File: src/logic/bfs_cfg.svh
// Offsets, reset values, field positions and timing figures of the fault and drive sequencer
`ifndef BFS_CFG_SVH
`define BFS_CFG_SVH
`define BFS_CTRL_OFS 8'h00
`define BFS_PERIOD_OFS 8'h04
`define BFS_MAXON_OFS 8'h08
`define BFS_STATUS_OFS 8'h0c
`define BFS_EVENT_OFS 8'h10
`define BFS_CTRL_RST 1'h0
`define BFS_PERIOD_RST 12'h032
`define BFS_MAXON_RST 12'h02d
`define BFS_EVT_SINK_BIT 0
`define BFS_EVT_HICCUP_BIT 1
`define BFS_EVT_VALLEY_BIT 2
`define BFS_CLK_PERIOD_NS 40
`define BFS_TON_MIN_NS 125
`define BFS_SS_STEPS 64
`define BFS_SS_SW_CYCLES 2048
`define BFS_HICCUP_SW_CYCLES 4096
`define BFS_OC_FULL 3'h7
`endif

File: src/logic/bfs_pkg.sv
// Types shared by the fault and drive sequencer
package bfs_pkg;
  typedef enum logic [1:0] {
    BFS_ST_OFF,
    BFS_ST_PREBIAS,
    BFS_ST_RUN,
    BFS_ST_HICCUP
  } bfs_state_t;
  typedef enum logic [1:0] {
    BFS_PH_IDLE,
    BFS_PH_HS,
    BFS_PH_LS
  } bfs_phase_t;
endpackage : bfs_pkg

File: src/logic/bfs_sequencer.sv
// Gate-drive sequencing, current-limit reaction and hiccup protection with APB registers
//
// Our own choices: the address map and register access over APB.
`timescale 1ns/1ps
`default_nettype none
`include "bfs_cfg.svh"
module bfs_sequencer import bfs_pkg::*; #(
  parameter int HICCUP_CYCLES = `BFS_HICCUP_SW_CYCLES,
  parameter int SS_STEPS = `BFS_SS_STEPS,
  parameter int SS_CYCLES = `BFS_SS_SW_CYCLES
) (
  input wire logic core_clk,
  input wire logic srst,
  input wire logic [7:0] paddr,
  input wire logic psel,
  input wire logic penable,
  input wire logic pwrite,
  input wire logic [31:0] pwdata,
  output logic [31:0] prdata,
  output logic pready,
  output logic pslverr,
  input wire logic supply_lockout,
  input wire logic thermal_overload,
  input wire logic ref_above_fb,
  input wire logic pwm_end,
  input wire logic valley_cmp,
  input wire logic sink_cmp,
  input wire logic switch_node_neg,
  input wire logic hs_gate_off,
  input wire logic ls_gate_off,
  input wire logic output_good_flag_cmp,
  output logic high_side_drive,
  output logic low_side_drive,
  output logic output_good_flag,
  output logic [6:0] ref_code
);
  localparam int TON_MIN_CYC = (`BFS_TON_MIN_NS + `BFS_CLK_PERIOD_NS - 1) / `BFS_CLK_PERIOD_NS;
  localparam logic [11:0] TON_MIN = 12'(TON_MIN_CYC);
  localparam logic [12:0] HIC_LAST = 13'(HICCUP_CYCLES - 1);

  function automatic logic hit(input logic [7:0] a, input logic [7:0] ofs);
    hit = (a == ofs);
  endfunction : hit

  // Register state
  logic en_r;
  logic [11:0] period_r;
  logic [11:0] maxon_r;
  logic [2:0] evt_r;
  logic pready_r;
  logic pslverr_r;
  logic [31:0] prdata_r;

  // Sequencer state
  bfs_state_t state_r, state_nxt;
  bfs_phase_t phase_r, phase_nxt;
  logic [11:0] pcnt_r;
  logic [11:0] ton_r;
  logic [2:0] oc_r;
  logic [12:0] hic_r;
  logic skip_r;
  logic sink_cut_r;
  logic hs_r;
  logic ls_r;
  logic pg_r;
  logic [6:0] ref_w;
  logic ramp_top;

  // APB decode
  wire acc = psel && penable;
  wire sel_ctrl = hit(paddr, `BFS_CTRL_OFS);
  wire sel_per = hit(paddr, `BFS_PERIOD_OFS);
  wire sel_max = hit(paddr, `BFS_MAXON_OFS);
  wire sel_stat = hit(paddr, `BFS_STATUS_OFS);
  wire sel_evt = hit(paddr, `BFS_EVENT_OFS);
  wire mapped = sel_ctrl | sel_per | sel_max | sel_stat | sel_evt;
  // Write lands only on the edge where the master sees pready high
  wire wr_go = acc && pwrite && pready_r && mapped;
  wire [31:0] status_w = {17'h00000, pg_r, ls_r, hs_r, ref_w, oc_r, state_r};
  wire [31:0] rd_mux = sel_ctrl ? {31'h00000000, en_r} :
                       sel_per ? {20'h00000, period_r} :
                       sel_max ? {20'h00000, maxon_r} :
                       sel_stat ? status_w :
                       sel_evt ? {29'h00000000, evt_r} : 32'h00000000;

  // Switching clock and sampled conditions
  wire tick = (pcnt_r == 12'h000);
  wire [11:0] per_eff = (period_r < 12'h002) ? 12'h002 : period_r;
  wire fault = supply_lockout || thermal_overload;
  wire run_ok = en_r && !fault;
  wire valley_now = (phase_r == BFS_PH_LS) && ls_r && valley_cmp && switch_node_neg;
  wire valley_hit = tick && valley_now;
  wire switching = (state_r == BFS_ST_RUN);
  wire oc_up = valley_hit && oc_r != `BFS_OC_FULL;
  wire oc_down = tick && !valley_now && oc_r != 3'h0;
  wire oc_trip = switching && valley_hit && oc_r == 3'h6;
  wire hic_done = (state_r == BFS_ST_HICCUP) && tick && (hic_r == HIC_LAST);
  wire ramp_restart = !run_ok || hic_done || (state_r == BFS_ST_OFF);
  wire first_pulse = (state_r == BFS_ST_PREBIAS) && tick && ref_above_fb;
  wire start_hs = tick && !valley_now && !skip_r &&
                  (switching || first_pulse);
  wire hs_end = (phase_r == BFS_PH_HS) && (ton_r + 12'h001 >= TON_MIN) &&
                (pwm_end || ton_r + 12'h001 >= maxon_r);
  wire short_req = (phase_r == BFS_PH_HS) && pwm_end && (ton_r + 12'h001 < TON_MIN);
  wire sink_trip = (phase_r == BFS_PH_LS) && ls_r && sink_cmp && !switch_node_neg;

  bfs_ref_ramp #(
    .STEPS(SS_STEPS),
    .SW_CYCLES(SS_CYCLES),
    .CW(7)
  ) u_ramp (
    .core_clk(core_clk),
    .srst(srst),
    .restart(ramp_restart),
    .tick(tick && (state_r == BFS_ST_PREBIAS || switching)),
    .step_down(valley_now && switching),
    .ref_code(ref_w),
    .at_top(ramp_top)
  );

  // Sequence control
  always_comb begin
    state_nxt = state_r;
    case (state_r)
      BFS_ST_OFF: begin
        if (run_ok) state_nxt = BFS_ST_PREBIAS;
      end
      BFS_ST_PREBIAS: begin
        if (!run_ok) state_nxt = BFS_ST_OFF;
        else if (first_pulse) state_nxt = BFS_ST_RUN;
      end
      BFS_ST_RUN: begin
        if (!run_ok) state_nxt = BFS_ST_OFF;
        else if (oc_trip) state_nxt = BFS_ST_HICCUP;
      end
      BFS_ST_HICCUP: begin
        if (!run_ok) state_nxt = BFS_ST_OFF;
        else if (hic_done) state_nxt = BFS_ST_PREBIAS;
      end
      default: state_nxt = BFS_ST_OFF;
    endcase
  end

  // Switching phase within a cycle
  always_comb begin
    phase_nxt = phase_r;
    if (!run_ok || state_nxt == BFS_ST_HICCUP || state_r == BFS_ST_OFF) begin
      phase_nxt = BFS_PH_IDLE;
    end else if (start_hs) begin
      phase_nxt = BFS_PH_HS;
    end else if (hs_end) begin
      phase_nxt = BFS_PH_LS;
    end
  end

  // Drives: a side turns on only once the other gate reads off
  wire want_hs = (phase_nxt == BFS_PH_HS);
  wire want_ls = (phase_nxt == BFS_PH_LS) && !sink_cut_r && !sink_trip;
  wire hs_nxt = want_hs && !ls_r && ls_gate_off;
  wire ls_nxt = want_ls && !hs_r && hs_gate_off;

  always_ff @(posedge core_clk) begin
    if (srst) begin
      en_r <= `BFS_CTRL_RST;
      period_r <= `BFS_PERIOD_RST;
      maxon_r <= `BFS_MAXON_RST;
    end else if (wr_go) begin
      if (sel_ctrl) en_r <= pwdata[0];
      if (sel_per) period_r <= pwdata[11:0];
      if (sel_max) maxon_r <= pwdata[11:0];
    end
  end

  // Sticky events: a new event in the clearing cycle survives
  always_ff @(posedge core_clk) begin
    if (srst) begin
      evt_r <= 3'h0;
    end else begin
      evt_r <= (evt_r & ~((wr_go && sel_evt) ? pwdata[2:0] : 3'h0)) |
               {valley_hit, oc_trip, sink_trip};
    end
  end

  always_ff @(posedge core_clk) begin
    if (srst) begin
      pready_r <= 1'b0;
      pslverr_r <= 1'b0;
      prdata_r <= 32'h00000000;
    end else begin
      pready_r <= acc && !pready_r;
      pslverr_r <= acc && !pready_r && !mapped;
      prdata_r <= (acc && !pready_r && !pwrite) ? rd_mux : 32'h00000000;
    end
  end

  always_ff @(posedge core_clk) begin
    if (srst) begin
      pcnt_r <= 12'h000;
    end else begin
      pcnt_r <= tick ? per_eff - 12'h001 : pcnt_r - 12'h001;
    end
  end

  always_ff @(posedge core_clk) begin
    if (srst) begin
      state_r <= BFS_ST_OFF;
      phase_r <= BFS_PH_IDLE;
    end else begin
      state_r <= state_nxt;
      phase_r <= phase_nxt;
    end
  end

  always_ff @(posedge core_clk) begin
    if (srst || ramp_restart) begin
      oc_r <= 3'h0;
    end else if (oc_up) begin
      oc_r <= oc_r + 3'h1;
    end else if (oc_down) begin
      oc_r <= oc_r - 3'h1;
    end
  end

  always_ff @(posedge core_clk) begin
    if (srst || state_r != BFS_ST_HICCUP) begin
      hic_r <= 13'h0000;
    end else if (tick) begin
      hic_r <= hic_r + 13'h0001;
    end
  end

  always_ff @(posedge core_clk) begin
    if (srst || start_hs) begin
      ton_r <= 12'h000;
    end else if (phase_r == BFS_PH_HS && hs_r) begin
      // Only real on-time counts, so dead time after a low-side cycle cannot shorten the pulse
      ton_r <= ton_r + 12'h001;
    end
  end

  // A too-short request costs the next pulse rather than a sub-minimum one
  always_ff @(posedge core_clk) begin
    if (srst || !run_ok) begin
      skip_r <= 1'b0;
    end else if (short_req) begin
      skip_r <= 1'b1;
    end else if (tick) begin
      skip_r <= 1'b0;
    end
  end

  // Low side stays off for the rest of the cycle once sink limit cut it
  always_ff @(posedge core_clk) begin
    if (srst || tick) begin
      sink_cut_r <= 1'b0;
    end else if (sink_trip) begin
      sink_cut_r <= 1'b1;
    end
  end

  always_ff @(posedge core_clk) begin
    if (srst) begin
      hs_r <= 1'b0;
      ls_r <= 1'b0;
      pg_r <= 1'b0;
    end else begin
      hs_r <= hs_nxt && run_ok;
      ls_r <= ls_nxt && run_ok;
      pg_r <= output_good_flag_cmp && run_ok && (state_nxt == BFS_ST_RUN) && ramp_top;
    end
  end

  assign high_side_drive = hs_r;
  assign low_side_drive = ls_r;
  assign output_good_flag = pg_r;
  assign ref_code = ref_w;
  assign prdata = prdata_r;
  assign pready = pready_r;
  assign pslverr = pslverr_r;
endmodule : bfs_sequencer
`default_nettype wire

File: src/logic/bfs_ref_ramp.sv
// Soft-start reference ramp with roll-back
`timescale 1ns/1ps
`default_nettype none
module bfs_ref_ramp #(
  parameter int STEPS = 64,
  parameter int SW_CYCLES = 2048,
  parameter int CW = 7
) (
  input wire logic core_clk,
  input wire logic srst,
  input wire logic restart,
  input wire logic tick,
  input wire logic step_down,
  output logic [CW-1:0] ref_code,
  output logic at_top
);
  localparam int PER_STEP = SW_CYCLES / STEPS;
  localparam logic [CW-1:0] TOP = CW'(STEPS);
  localparam logic [5:0] DIV_LAST = 6'(PER_STEP - 1);
  logic [CW-1:0] ref_r;
  logic [5:0] div_r;
  wire div_wrap = (div_r == DIV_LAST);
  always_ff @(posedge core_clk) begin
    if (srst || restart) begin
      ref_r <= '0;
      div_r <= '0;
    end else if (tick && step_down) begin
      // Roll back one step per limited cycle, floor at zero
      if (ref_r != '0) ref_r <= ref_r - CW'(1);
      div_r <= '0;
    end else if (tick && ref_r != TOP) begin
      div_r <= div_wrap ? 6'h00 : div_r + 6'h01;
      if (div_wrap) ref_r <= ref_r + CW'(1);
    end
  end
  assign ref_code = ref_r;
  assign at_top = (ref_r == TOP);
endmodule : bfs_ref_ramp
`default_nettype wire

File: config.mk
export PLATFORM = sky130hd
export DESIGN_NAME = bfs_sequencer
export DESIGN_NICKNAME = d
export VERILOG_FILES = /design/src/logic/bfs_pkg.sv /design/src/logic/bfs_sequencer.sv /design/src/logic/bfs_ref_ramp.sv
export VERILOG_INCLUDE_DIRS = /design/src /design/src/logic
export SDC_FILE = /design/constraint.sdc
export NUM_CORES = 1
export LEC_CHECK = 0
export ABC_AREA = 1
export BUFFER_PORTS_ARGS = -buffer_cell sky130_fd_sc_hd__buf_2
export CELL_PAD_IN_SITES_DETAIL_PLACEMENT = 0
export CELL_PAD_IN_SITES_GLOBAL_PLACEMENT = 1
export CORE_MARGIN = 2
export CORE_UTILIZATION = 36
export DETAILED_ROUTE_END_ITERATION = 16
export GPL_ROUTABILITY_DRIVEN = 0
export HOLD_SLACK_MARGIN = 0.15
export MAX_ROUTING_LAYER = met4
export PLACE_DENSITY_LB_ADDON = 0.1
export SLEW_MARGIN = 5
export SYNTH_ARGS = -nofsm -noshare
export SYNTH_HDL_FRONTEND = slang
export SYNTH_HIERARCHICAL = 1
export SYNTH_SLANG_ARGS = --single-unit
File: constraint.sdc
create_clock -name core_clk -period 2.1 [get_ports core_clk]
set_input_delay 0.105 -clock core_clk [delete_from_list [all_inputs] [get_ports core_clk]]
set_output_delay 0.105 -clock core_clk [all_outputs]
set_load 0.05 [all_outputs]
; ---- Yosys cells after proc, flatten, opt, wreduce, memory -nomap -nowiden
; Index checks and enable logic that the tools add are counted.
; W data, S select, Z words.
[word_totals]
n_memories = 0
ramBits = 0
romBits = 0
in_bits = 55
out_inout_bits = 44
register_bits = 124
latchBits = 0
[classes]
order_cmp = 4
shifts = 0
mul = 0
reduce_logical = 89
add_sub_neg = 9
n_mux = 28
div_mod_pow = 0
n_eq_ne = 21
n_bitwise = 8
[op_table]
columns = operator, count
row1 = $mux W12, 4
row2 = $logic_and A1 B1 Y1, 46
row3 = $mux W7, 4
row4 = $sub A12 B1 Y12 const B, 2
row5 = $mux W2, 10
row6 = $eq A8 B4 Y1 const B, 2
row7 = $mux W15, 1
row8 = $add A13 B1 Y13 const B, 1
row9 = $eq A13 B12 Y1 const B, 1
row10 = $logic_or A1 B1 Y1, 13
row11 = $add A12 B1 Y12 const B, 1
row12 = $eq A2 B2 Y1 const B, 6
row13 = $ge A12 B12 Y1, 1
row14 = $ge A12 B3 Y1 const B, 1
row15 = $logic_not A1 Y1, 12
row16 = $logic_not A12 Y1, 1
row17 = $lt A12 B2 Y1 const B, 1
row18 = $lt A12 B3 Y1 const B, 1
row19 = $mux W3, 4
row20 = $eq A8 B3 Y1 const B, 1
row21 = $eq A8 B5 Y1 const B, 1
row22 = $logic_not A8 Y1, 1
row23 = $pmux W2 S4, 1
row24 = $reduce_bool A2 Y1, 4
row25 = 28 further kinds, 39

; ---- Longest topological paths before layout
; Gate-level depths: netlist (run 1).
[depth]
depth_word = 20
ltp_mapped = 23
ltp_nobuf = 19

; ---- By module
; Netlist (run 1), hierarchy kept.
[modules_own_cells]
columns = mod, cells_per_inst, area_each_um2, n_inst
row1 = bfs_sequencer, 729, 5084.9, 1
row2 = bfs_ref_ramp, 157, 967.2, 1

; ---- Worst setup path after synthesis (run 1)
; OpenSTA, ideal clock, no wires.
[synth_timing]
kind = register to register
startpoint = reg ls_r, in the netlist low_side_drive
endpoint = reg u_ramp.ref_r[4], in the netlist u_ramp/ref_code[4]
synth_period_minus_slack_ps = 2390
slack_ps = -290
arrival_ps = 2275
stages_incl_launch_ff = 20
path_cell_list = dfxtp_1 > nand3_1 > nor2_1 > inv_1 > nor2_1 > nand2_2 > buf_6 > nand2_2 > nand2_1 > inv_1 > ha_1 > inv_1 > nand2_1 > nand2_1 > nand2_1 > nand2_1 > nand2_1 > nand2_1 > nand2_1 > nor2_2
[synth_via]
elab_chain_len = 7
word_cells_on_any_way = 10
cone_classes = eq/ne (1) / mux (1) / reduce/logical (8)
[synth_lines]
columns = item, line
row1 = from (decl), bfs_sequencer.sv:64  ; logic ls_r;
row2 = from (signal assigned), bfs_sequencer.sv:268  ; ls_r <= ls_nxt && run_ok;
row3 = $logic_and A1 B1 Y1 (*) (3 in series), bfs_sequencer.sv:91  ; wire valley_now = (phase_r == BFS_PH_LS) && ls_r && valley_cmp && switch_node_neg;
row4 = $logic_and A1 B1 Y1 (*), bfs_sequencer.sv:116  ; .step_down(valley_now && switching),
row5 = $logic_and A1 B1 Y1 (*), bfs_ref_ramp.sv:27  ; end else if (tick && step_down) begin
row6 = $ne A2 B2 Y1 (no line) / $reduce_bool A2 Y1 (equally long branches), -
row7 = $reduce_and A3 Y1 (no line), -
row8 = to (signal assigned), bfs_ref_ramp.sv:29  ; if (ref_r != '0) ref_r <= ref_r - CW'(1);
row9 = to (signal assigned), bfs_ref_ramp.sv:33  ; if (div_wrap) ref_r <= ref_r + CW'(1);
row10 = to (decl), bfs_ref_ramp.sv:20  ; logic [CW-1:0] ref_r;
; Mark *: on every way between the ends. The rest lies on a longest branch, timed or not.
; A chain may end at the register's enable or synchronous reset.

; ---- Worst setup path after layout (run 1)
[layout_timing]
startpoint = reg ton_r[1]
endpoint = reg phase_r[0]
[layout_via]
elab_chain_len = 7
word_cells_on_any_way = 9
cone_classes = add/sub (1) / order compare (2) / mux (3) / reduce/logical (3)
[layout_lines]
columns = item, line
row1 = from (decl), bfs_sequencer.sv:58  ; logic [11:0] ton_r;
row2 = from (signal assigned), bfs_sequencer.sv:237  ; ton_r <= ton_r + 12'h001;
row3 = $add A12 B1 Y12 (*), "bfs_sequencer.sv:102, bfs_sequencer.sv:103"
row4 = $ge A12 B3 Y1 / $ge A12 B12 Y1 (equally long branches), "bfs_sequencer.sv:102, bfs_sequencer.sv:103"
row5 = $logic_and A1 B1 Y1 / $logic_or A1 B1 Y1 (equally long branches), "bfs_sequencer.sv:102, bfs_sequencer.sv:103"
row6 = $logic_and A1 B1 Y1 (*), bfs_sequencer.sv:102  ; wire hs_end = (phase_r == BFS_PH_HS) && (ton_r + 12'h001 >= TON_MIN) &&
row7 = $mux W2 (*), bfs_sequencer.sv:151  ; end else if (hs_end) begin
row8 = $mux W2 (*), bfs_sequencer.sv:149  ; end else if (start_hs) begin
row9 = $mux W2 (*), bfs_sequencer.sv:147  ; if (!run_ok || state_nxt == BFS_ST_HICCUP || state_r == BFS_ST_OFF) begin
row10 = to (signal assigned), bfs_sequencer.sv:210  ; phase_r <= phase_nxt;
row11 = to (decl), bfs_sequencer.sv:56  ; bfs_phase_t phase_r, phase_nxt;
; Marked as above.

==> impl_results.md, run 1 <==
* Status: complete, but fails checks
* Failing checks: setup timing
* Worst reg2reg path depth at 19
* Syn Area/Cell at between 6 and 7 um2
* Synth-to-Final Area Change at 29.79%
* Max Clock Freq at 466.0 MHz
* H-tree levels at 3
* Unique cell type count in the Yosys netlist at 44
* Post-layout net count at 1123
* GRT overflow at 0
* Boundary pin count at 99
* First-pass GRT wire length at approximately 27000 um
* Async set-reset flop share out of synthesis at 0%
* Post-DP HPWL at 12830 um
* Most numerous cell in the Yosys netlist: nand2_1
* Worst Hold Endpoint: pready$_SDFF_PP0_
* Via count at roughly 6000
* MaxCap Viol Count at 0
* Total CTS buffers at 9
* Fin crit period at around 2.1 ns
* Initial antenna violation count at 0
* Vias per cell at 4.590
* Sink Count at 107
* Worst Setup End Kind: register
* Core Area at around 17000 um2
* Worst Hold Class: in2reg
* Synth top area share at between 30 and 40%
* DRC violations left at 0
* Die height at around 130 um
* Row Count at 47
* Total GRT Usage at between 10% and 20%
* DRT iter0 DRCs at ~260
* Antenna Cells at 0
* Worst r2r src: ton_r[1]$_SDFFE_PP0P_
* P_leak at about 3.5 nW
* Worst vdd ir at about 0.41 mV
* Die area at between 15000 and 20000 um2
* Number of synthesized flops with an enable pin at 0
* Pwr dens at 664.9 nW/um2
* Synth warn at 6
* Wire per inst at about 13 um
* Setup WS pre-CTS at -0.1331 ns
* Layout cells sized above 1 at 26.74%
* Top_reg_cell synth: dfxtp_1
* CTS Root Cell: clkbuf_16
* Initial core utilization at between 30 and 40%
* Power Total at around 5.2 mW
* Drt total wl at 16650 um
* Mapped Cells at 886
* CP Class: reg2reg
* Post-synthesis register bit count at approximately 110
* Clock Latency Late Sink at 0.36 ns
* Synth cell count leaders: nand2_1 (171), nor2_1 (125), inv_1 (123)
* CP required at roughly 2.4 ns
* Post-synthesis sequential area ratio at 35.39%
* Clock Path Buffers at 2
* Final Hold Fails at 0
* TritonCTS clock tree: yes
* Register-to-register setup slack at -0.05 ns
* Final max-slew violation count at 0
* Worst-path maximum fanout at 4
* Chip width at roughly 130 um
* Hold Path Depth at 5
* RSZ-0062 raised after global routing: true
* Crit path DAT at roughly 2.4 ns
* Post-route clock period utilization at 102.2%
* Largest area contributor in the synthesized netlist: dfxtp_1
* Vias in the first global route at about 5500
* Setup Skew at around 0.0085 ns
* Fin worst setup slack at -0.04587 ns
* Port-buffer cells at 61
* Final ANT Viol Nets at 0
* TritonRoute pass-1 iters at 4
* Final setup viols at 3
* Clock transition at the registers of the reported paths at ~0.070 ns
* Pin count of the biggest net entering global routing at 27
* CP startpoint kind: register
* Min-delay src: penable
* Synth area leaders: dfxtp_1 (35%), nand2_1 (11%), nor2_1 (7.8%)
* RR Endpoint: phase_r[0]$_SDFF_PP0_
* Synthesized area at 6052 um2
==> metal layers <==
layer	track usage, %	part of all wire, %
met2	30.76	45
met4	3.191	0.64
met3	3.767	4.3
met1	26.55	50
met5	-	0
==> cell usage in the layout (no fill, tap or decap), drive strengths merged <==
cell type	Yosys	layout
inv	137	137
clkbuf	10	9
or2	5	5
nand4	12	12
dfxtp	107	107
o211ai	24	24
a221oi	4	4
xnor2	4	4
a21o	1	1
nand3	48	48
ha	21	21
a211oi	2	2
buf	24	147
clkinv	3	6
a21oi	46	46
nand3b	3	3
o21ai	51	51
o21a	1	1
a31o	2	2
nor2	143	143
bufinv	0	1
o221ai	1	1
fa	1	1
dlygate4sd3	0	20
conb	1	17
nand2	196	196
a31oi	4	4
o21bai	4	4
nor3	18	18
nor3b	3	3
and2	1	1
xor2	5	5
nor4	4	4
clkinvlp	0	3
==> flip-flops by register name, summed over array words and instances (netlist names), 2 cells and up <==
signal	count
evt_r	3
prdata	15
u_ramp/ref_code	7
oc_r	3
period_r	12
u_ramp/div_r	6
phase_r	2
state_r	2
maxon_r	12
pcnt_r	12
ton_r	12
hic_r	13
==> critical path, stage by stage (launching register included) <==
cell     delay (ns)
dfxtp_4        0.37
ha_4           0.14
nand3_4        0.09
nor2_4         0.11
buf_4          0.12
buf_6          0.10
nand2_1        0.06
nand2_2        0.07
nand2_2        0.06
ha_1           0.18
a21o_1         0.16
nand4_1        0.08
nand2_1        0.05
inv_1          0.06
nand2_2        0.08
nand2_2        0.09
nand2_2        0.07
nand2_2        0.06
nand2_2        0.06
nor2_1         0.09
==> power by group <==
| part | total [mW] | internal (mW) | leakage, nW | switching [mW] |
|---|---|---|---|---|
| Clock | 1.76 | 0.932 | 0.138 | 0.825 |
| Combinational | 1.31 | 0.489 | 2.53 | 0.818 |
| Sequential | 2.16 | 2.11 | 0.871 | 0.0452 |
| Total | 5.22 | 3.53 | 3.54 | 1.69 |
==> cells by family after synthesis <==
| group | share of synthesized area [%] |
|---|---|
| AO/OA/AOI/OAI | 13.48 |
| adder cells (fa/ha/maj) | 4.672 |
| other | 0.06196 |
| XOR/XNOR | 1.302 |
| flip-flops | 35.39 |
| buffers and inverters | 12.49 |
| AND/OR/NAND/NOR | 32.60 |
==> what timing repair did <==
item,in CTS,in global routing
endpoints found under the setup margin,4,14
pin swaps,3,13
gates resized for setup,6,53
buffers inserted,10,5
hold buffers,20,0
endpoints found under the hold margin,34,0
==> stage by stage <==
step	area (um2)	utilization, %	cells	TNS, ns	hold slack (ns)
floorplan	6153	-	902	-0.3886	0.2297
global placement	7051	42.67	1222	-0.3179	0.3651
detailed placement	7051	42.67	1222	-0.4445	0.3649
CTS	7646	46.27	1268	-0.2352	0.1506
global route	7855	47.54	1271	-0.7867	0.1855
finish	7855	47.54	1271	-0.1039	0.1638
==> worst max-delay path by stage <==
stage / depth (start not counted) / from / slack (ns) / end
detailed placement: 16 / ton_r[1]$_SDFFE_PP0P_ / -0.13 / low_side_drive$_SDFF_PP0_
CTS: 16 / ton_r[1]$_SDFFE_PP0P_ / -0.08 / low_side_drive$_SDFF_PP0_
floorplan: 23 / pcnt_r[1]$_SDFF_PP0_ / -0.17 / u_ramp/ref_code[4]$_SDFFE_PP0P_
global route: 17 / ton_r[1]$_SDFFE_PP0P_ / -0.23 / phase_r[0]$_SDFF_PP0_
finish: 19 / ton_r[1]$_SDFFE_PP0P_ / -0.05 / phase_r[0]$_SDFF_PP0_
global placement: 16 / ton_r[1]$_SDFFE_PP0P_ / -0.10 / low_side_drive$_SDFF_PP0_
==> final cells by class <==
type,instances,area [um2]
fillers,1742,8670
well taps,220,275.3
flip-flops and latches,107,2166
inverters,140,528.0
multi-input cells,621,3412
clock inverters,7,78.83
clock buffers,9,225.2
repair buffers,167,1170
No activity file was read; power rests on OpenSTA's default activity.
==> inputs of run 2 (changes only) <==
ABC_AREA = default   (was 1)
CORE_UTILIZATION = 38   (was 36)
CTS_BUF_LIST = sky130_fd_sc_hd__clkbuf_4 sky130_fd_sc_hd__clkbuf_8 sky130_fd_sc_hd__clkbuf_16   (was default)
==> run 2 against run 1 <==
  * The run still ends with setup timing left
  * Register-to-register slack worse by 0.45 ns
  * Non-clock buffer count is 58 higher
  * Sequential share of layout area is 2.6 points lower
  * Total power is 13% higher
==> impl_results.md, run 2 <==
* CP delay by family, top: simple AND/OR/NAND/NOR gates
* Worst vdd ir at 0.5794 mV (+40%)
* Post-DP HPWL at 13410 um (+4.6%)
* DRC violations left at 0 (unchanged)
* GRT overflow at 0 (unchanged)
* Setup Skew at 0.01058 ns (+0.002050 ns)
* Vias per cell at 5.116 (+11%)
* RR Endpoint: phase_r[1]$_SDFF_PP0_
* Number of synthesized flops with an enable pin at 0 (unchanged)
* Worst Hold Endpoint: prdata[0]$_SDFF_PP0_
* Worst r2r src: ton_r[6]$_SDFFE_PP0P_
* Wire per inst at 16.12 um (+23%)
* Synth-to-Final Area Change at 43.95%
* Total CTS buffers at 9 (unchanged)
* Slew headroom at around three fifths
* Sink Count at 107 (unchanged)
* Most numerous cell in the Yosys netlist: dfxtp_1
* Sw frac at 29.31% (-3.0 points)
* Filler cell count at 1467 (-16%)
* Final ANT Viol Nets at 0 (unchanged)
* Commonest non-fill, non-tap cell in the layout: buf_4
* Hold WS at 0.1780 ns (+0.01422 ns)
* TritonRoute pass-1 iters at 4 (unchanged)
* Worst-path maximum fanout at 7 (+3)
* Most Frequent Cell on Critical Path: nand4_1
* Worst Setup End Kind: register
* Synth top area share at 35.56% (+0.16 points)
* Fin crit period at 2.598 ns (+0.4518 ns)
* Clock Path Buffers at 2 (unchanged)
* Async set-reset flop share out of synthesis at 0% (unchanged)
* Layout cells sized above 1 at 36.06% (+9.3 points)
* CP Class: reg2reg
* Part of the power in the clock network at 33.3% (-0.3 points)
* Mapped Cells at 737 (-17%)
* Post-layout net count at 1012 (-9.9%)
* Clock Latency Late Sink at 0.36 ns (about the same)
* Initial antenna violation count at 0 (unchanged)
* Chip width at 129.9 um (-2.8%)
* Final max-slew violation count at 0 (unchanged)
* Reg area at 2165 um2 (about the same)
* Final Hold Fails at 0 (unchanged)
* P_leak at 3.519 nW (-0.67%)
* Post-route clock period utilization at 123.7% (+22 points)
* DRT iter0 DRCs at 225 (-14%)
* NetSw at 1.732 mW (+2.6%)
* Max reg flops at 15 (unchanged)
* Largest area contributor in the synthesized netlist: dfxtp_1
* CP required at 2.36 ns (-0.03 ns)
* Syn Area/Cell at 8.174 um2 (+20%)
* Register-to-register setup slack at -0.50 ns (-0.45 ns)
* Hold Path Depth at 3 (-2)
* Total GRT Usage at 22.59% (+3.1 points)
* Top_reg_cell synth: dfxtp_1
* CTS Root Cell: clkbuf_16
* Unique cell type count in the Yosys netlist at 75 (+70%)
* Pwr dens at 681.5 nW/um2 (+2.5%)
* Antenna Cells at 0 (unchanged)
* Drt total wl at 18640 um (+12%)
* Crit path DAT at 2.86 ns (+0.42 ns)
* RSZ-0062 raised after global routing: true
* Post-synthesis register bit count at 107 (unchanged)
* Critical path's slowest cell: o41ai_1
* First-pass GRT wire length at 29000 um (+8.0%)
* Boundary pin count at 99 (unchanged)
* Via count at 5914 (+1.4%)
* Multi-input gate area at 4045 um2 (+19%)
* Max Clock Freq at 385.0 MHz (-17%)
* Slew @ Worst Pin at ~0.62 ns
* Worst Hold Class: in2reg
* Buffer and inverter count on the worst path at 1 (-2)
* Die height at 129.9 um (-2.8%)
* MaxCap Viol Count at 0 (unchanged)
* Comb pwr share at 29.6% (+4.6 points)
* Status: complete, but fails checks
* Clock transition at the registers of the reported paths at 0.07 ns (about the same)
* Synth area leaders: dfxtp_1 (36%), nor2_1 (5.7%), nand2_1 (4.9%)
* Core Area at 15710 um2 (-4.9%)
* Synth cell count leaders: dfxtp_1 (107), nor2_1 (92), nand2_1 (79)
* Internal at 4.178 mW (+18%)
* Fin worst setup slack at -0.4977 ns (-0.4518 ns)
* CP cell instances: buf_4 -> nand4_1 -> or2_1 -> xnor2_2 -> ha_1 -> and4_1 -> nand4_1 -> o21ai_2 -> a211oi_2 -> o41ai_1 -> nor4bb_2
* Most frequent cells in the layout: buf_4 (116), dfxtp_1 (95), nor2_1 (84)
* H-tree levels at 3 (unchanged)
* Reg power frac at 37.1% (-4.2 points)
* Failing checks: setup timing
* TritonCTS clock tree: yes
* Worst reg2reg path depth at 11 (-8)
* Min-delay src: pwrite
* Synth warn at 6 (unchanged)
* Synthesized area at 6025 um2 (-0.45%)
* Vias in the first global route at 5654 (+3.7%)
* Port-buffer cells at 61 (unchanged)
* Initial core utilization at 38.34% (+1.7 points)
* CP startpoint kind: register
* Worst path max stage delay at 0.34 ns (-0.03 ns)
* Power Total at 5.910 mW (+13%)
* Final setup viols at 30 (+27)
* Die area at 16880 um2 (-5.5%)
* Post-synthesis sequential area ratio at 35.56% (+0.16 points)
* TNS Setup at -3.920 ns (-3.816 ns)
* Pin count of the biggest net entering global routing at 51 (+89%)
* Row Count at 46 (-2.1%)
## run 2: cell families (layout without fill, tap and decap cells)
family | after synthesis | after routing | share of synthesized area (%)
buffers and inverters | 80 | 267 | 6.521
flip-flops | 107 | 107 | 35.56
AO/OA/AOI/OAI | 164 | 164 | 17.84
AND/OR/NAND/NOR | 306 | 306 | 26.65
multiplexers | 14 | 14 | 2.430
adder cells (fa/ha/maj) | 22 | 22 | 4.694
other | 1 | 17 | 0.06225
XOR/XNOR | 43 | 43 | 6.251
## run 2: timing repair
| action | CTS | global route |
|---|---|---|
| hold buffers | 21 | 0 |
| buffers inserted | 14 | 22 |
| gates resized for setup | 38 | 78 |
| cloned | 0 | 1 |
| hold endpoints to repair | 33 | 0 |
| pin swaps | 25 | 42 |
| endpoints found under the setup margin | 43 | 46 |
## run 2: power by group through the flow
stage / Combinational, mW / Sequential, mW / Clock [mW]
after floorplan: 0.807 / 2.24 / 0
after global placement: 1.25 / 2.23 / 0
after detailed placement: 1.26 / 2.23 / 0
after CTS: 1.54 / 2.19 / 2.02
after global routing: 1.89 / 2.20 / 2.10
final: 1.75 / 2.19 / 1.97
## run 2: area by class of cell
cell class,instances,area share (%)
Clock buffer,12,3.131
Clock inverter,4,0.8945
Inverter,26,1.154
Multi-Input combinational cell,566,46.65
Sequential cell,107,24.96
Tap cell,216,3.116
Timing Repair Buffer,225,20.10
## run 2: how the worst max path moves through the flow
stage                                      from                    endpoint  slack, ns  cells after the start
after CTS                 ton_r[1]$_SDFFE_PP0P_  high_side_drive$_SDFF_PP0_      -0.49                     11
after global placement    ton_r[1]$_SDFFE_PP0P_  high_side_drive$_SDFF_PP0_      -0.45                     10
after floorplan           ton_r[0]$_SDFFE_PP0P_  high_side_drive$_SDFF_PP0_      -0.48                     13
after detailed placement  ton_r[1]$_SDFFE_PP0P_  high_side_drive$_SDFF_PP0_      -0.48                     10
after global routing      ton_r[6]$_SDFFE_PP0P_       phase_r[1]$_SDFF_PP0_      -0.67                     11
final                     ton_r[6]$_SDFFE_PP0P_       phase_r[1]$_SDFF_PP0_      -0.50                     11
## run 2: through the flow
step	util [%]	instance area (um2)	std cells	worst slack, ns
2_1_floorplan	-	6241	753	-0.4792
3_3_place_gp	46.74	7343	1090	-0.4509
3_5_place_dp	46.74	7343	1090	-0.4800
4_1_cts	52.02	8174	1141	-0.4862
5_1_grt	55.19	8672	1156	-0.6693
6_report	55.19	8672	1156	-0.4977
## run 2: worst min-delay path, delay by kind of cell
family	cells	cell delay [ns]
buffers and inverters	1	0.10
AND/OR/NAND/NOR	2	0.27
## run 2: per-layer routing
metal | global-route usage (%) | wire, um | vias to the layer above
met5 | - | 0 | -
met4 | 6.958 | 363 | 0
met3 | 3.731 | 603 | 24
li1 | - | - | 2964
met1 | 27.93 | 8441 | 2816
met2 | 37.88 | 9231 | 110
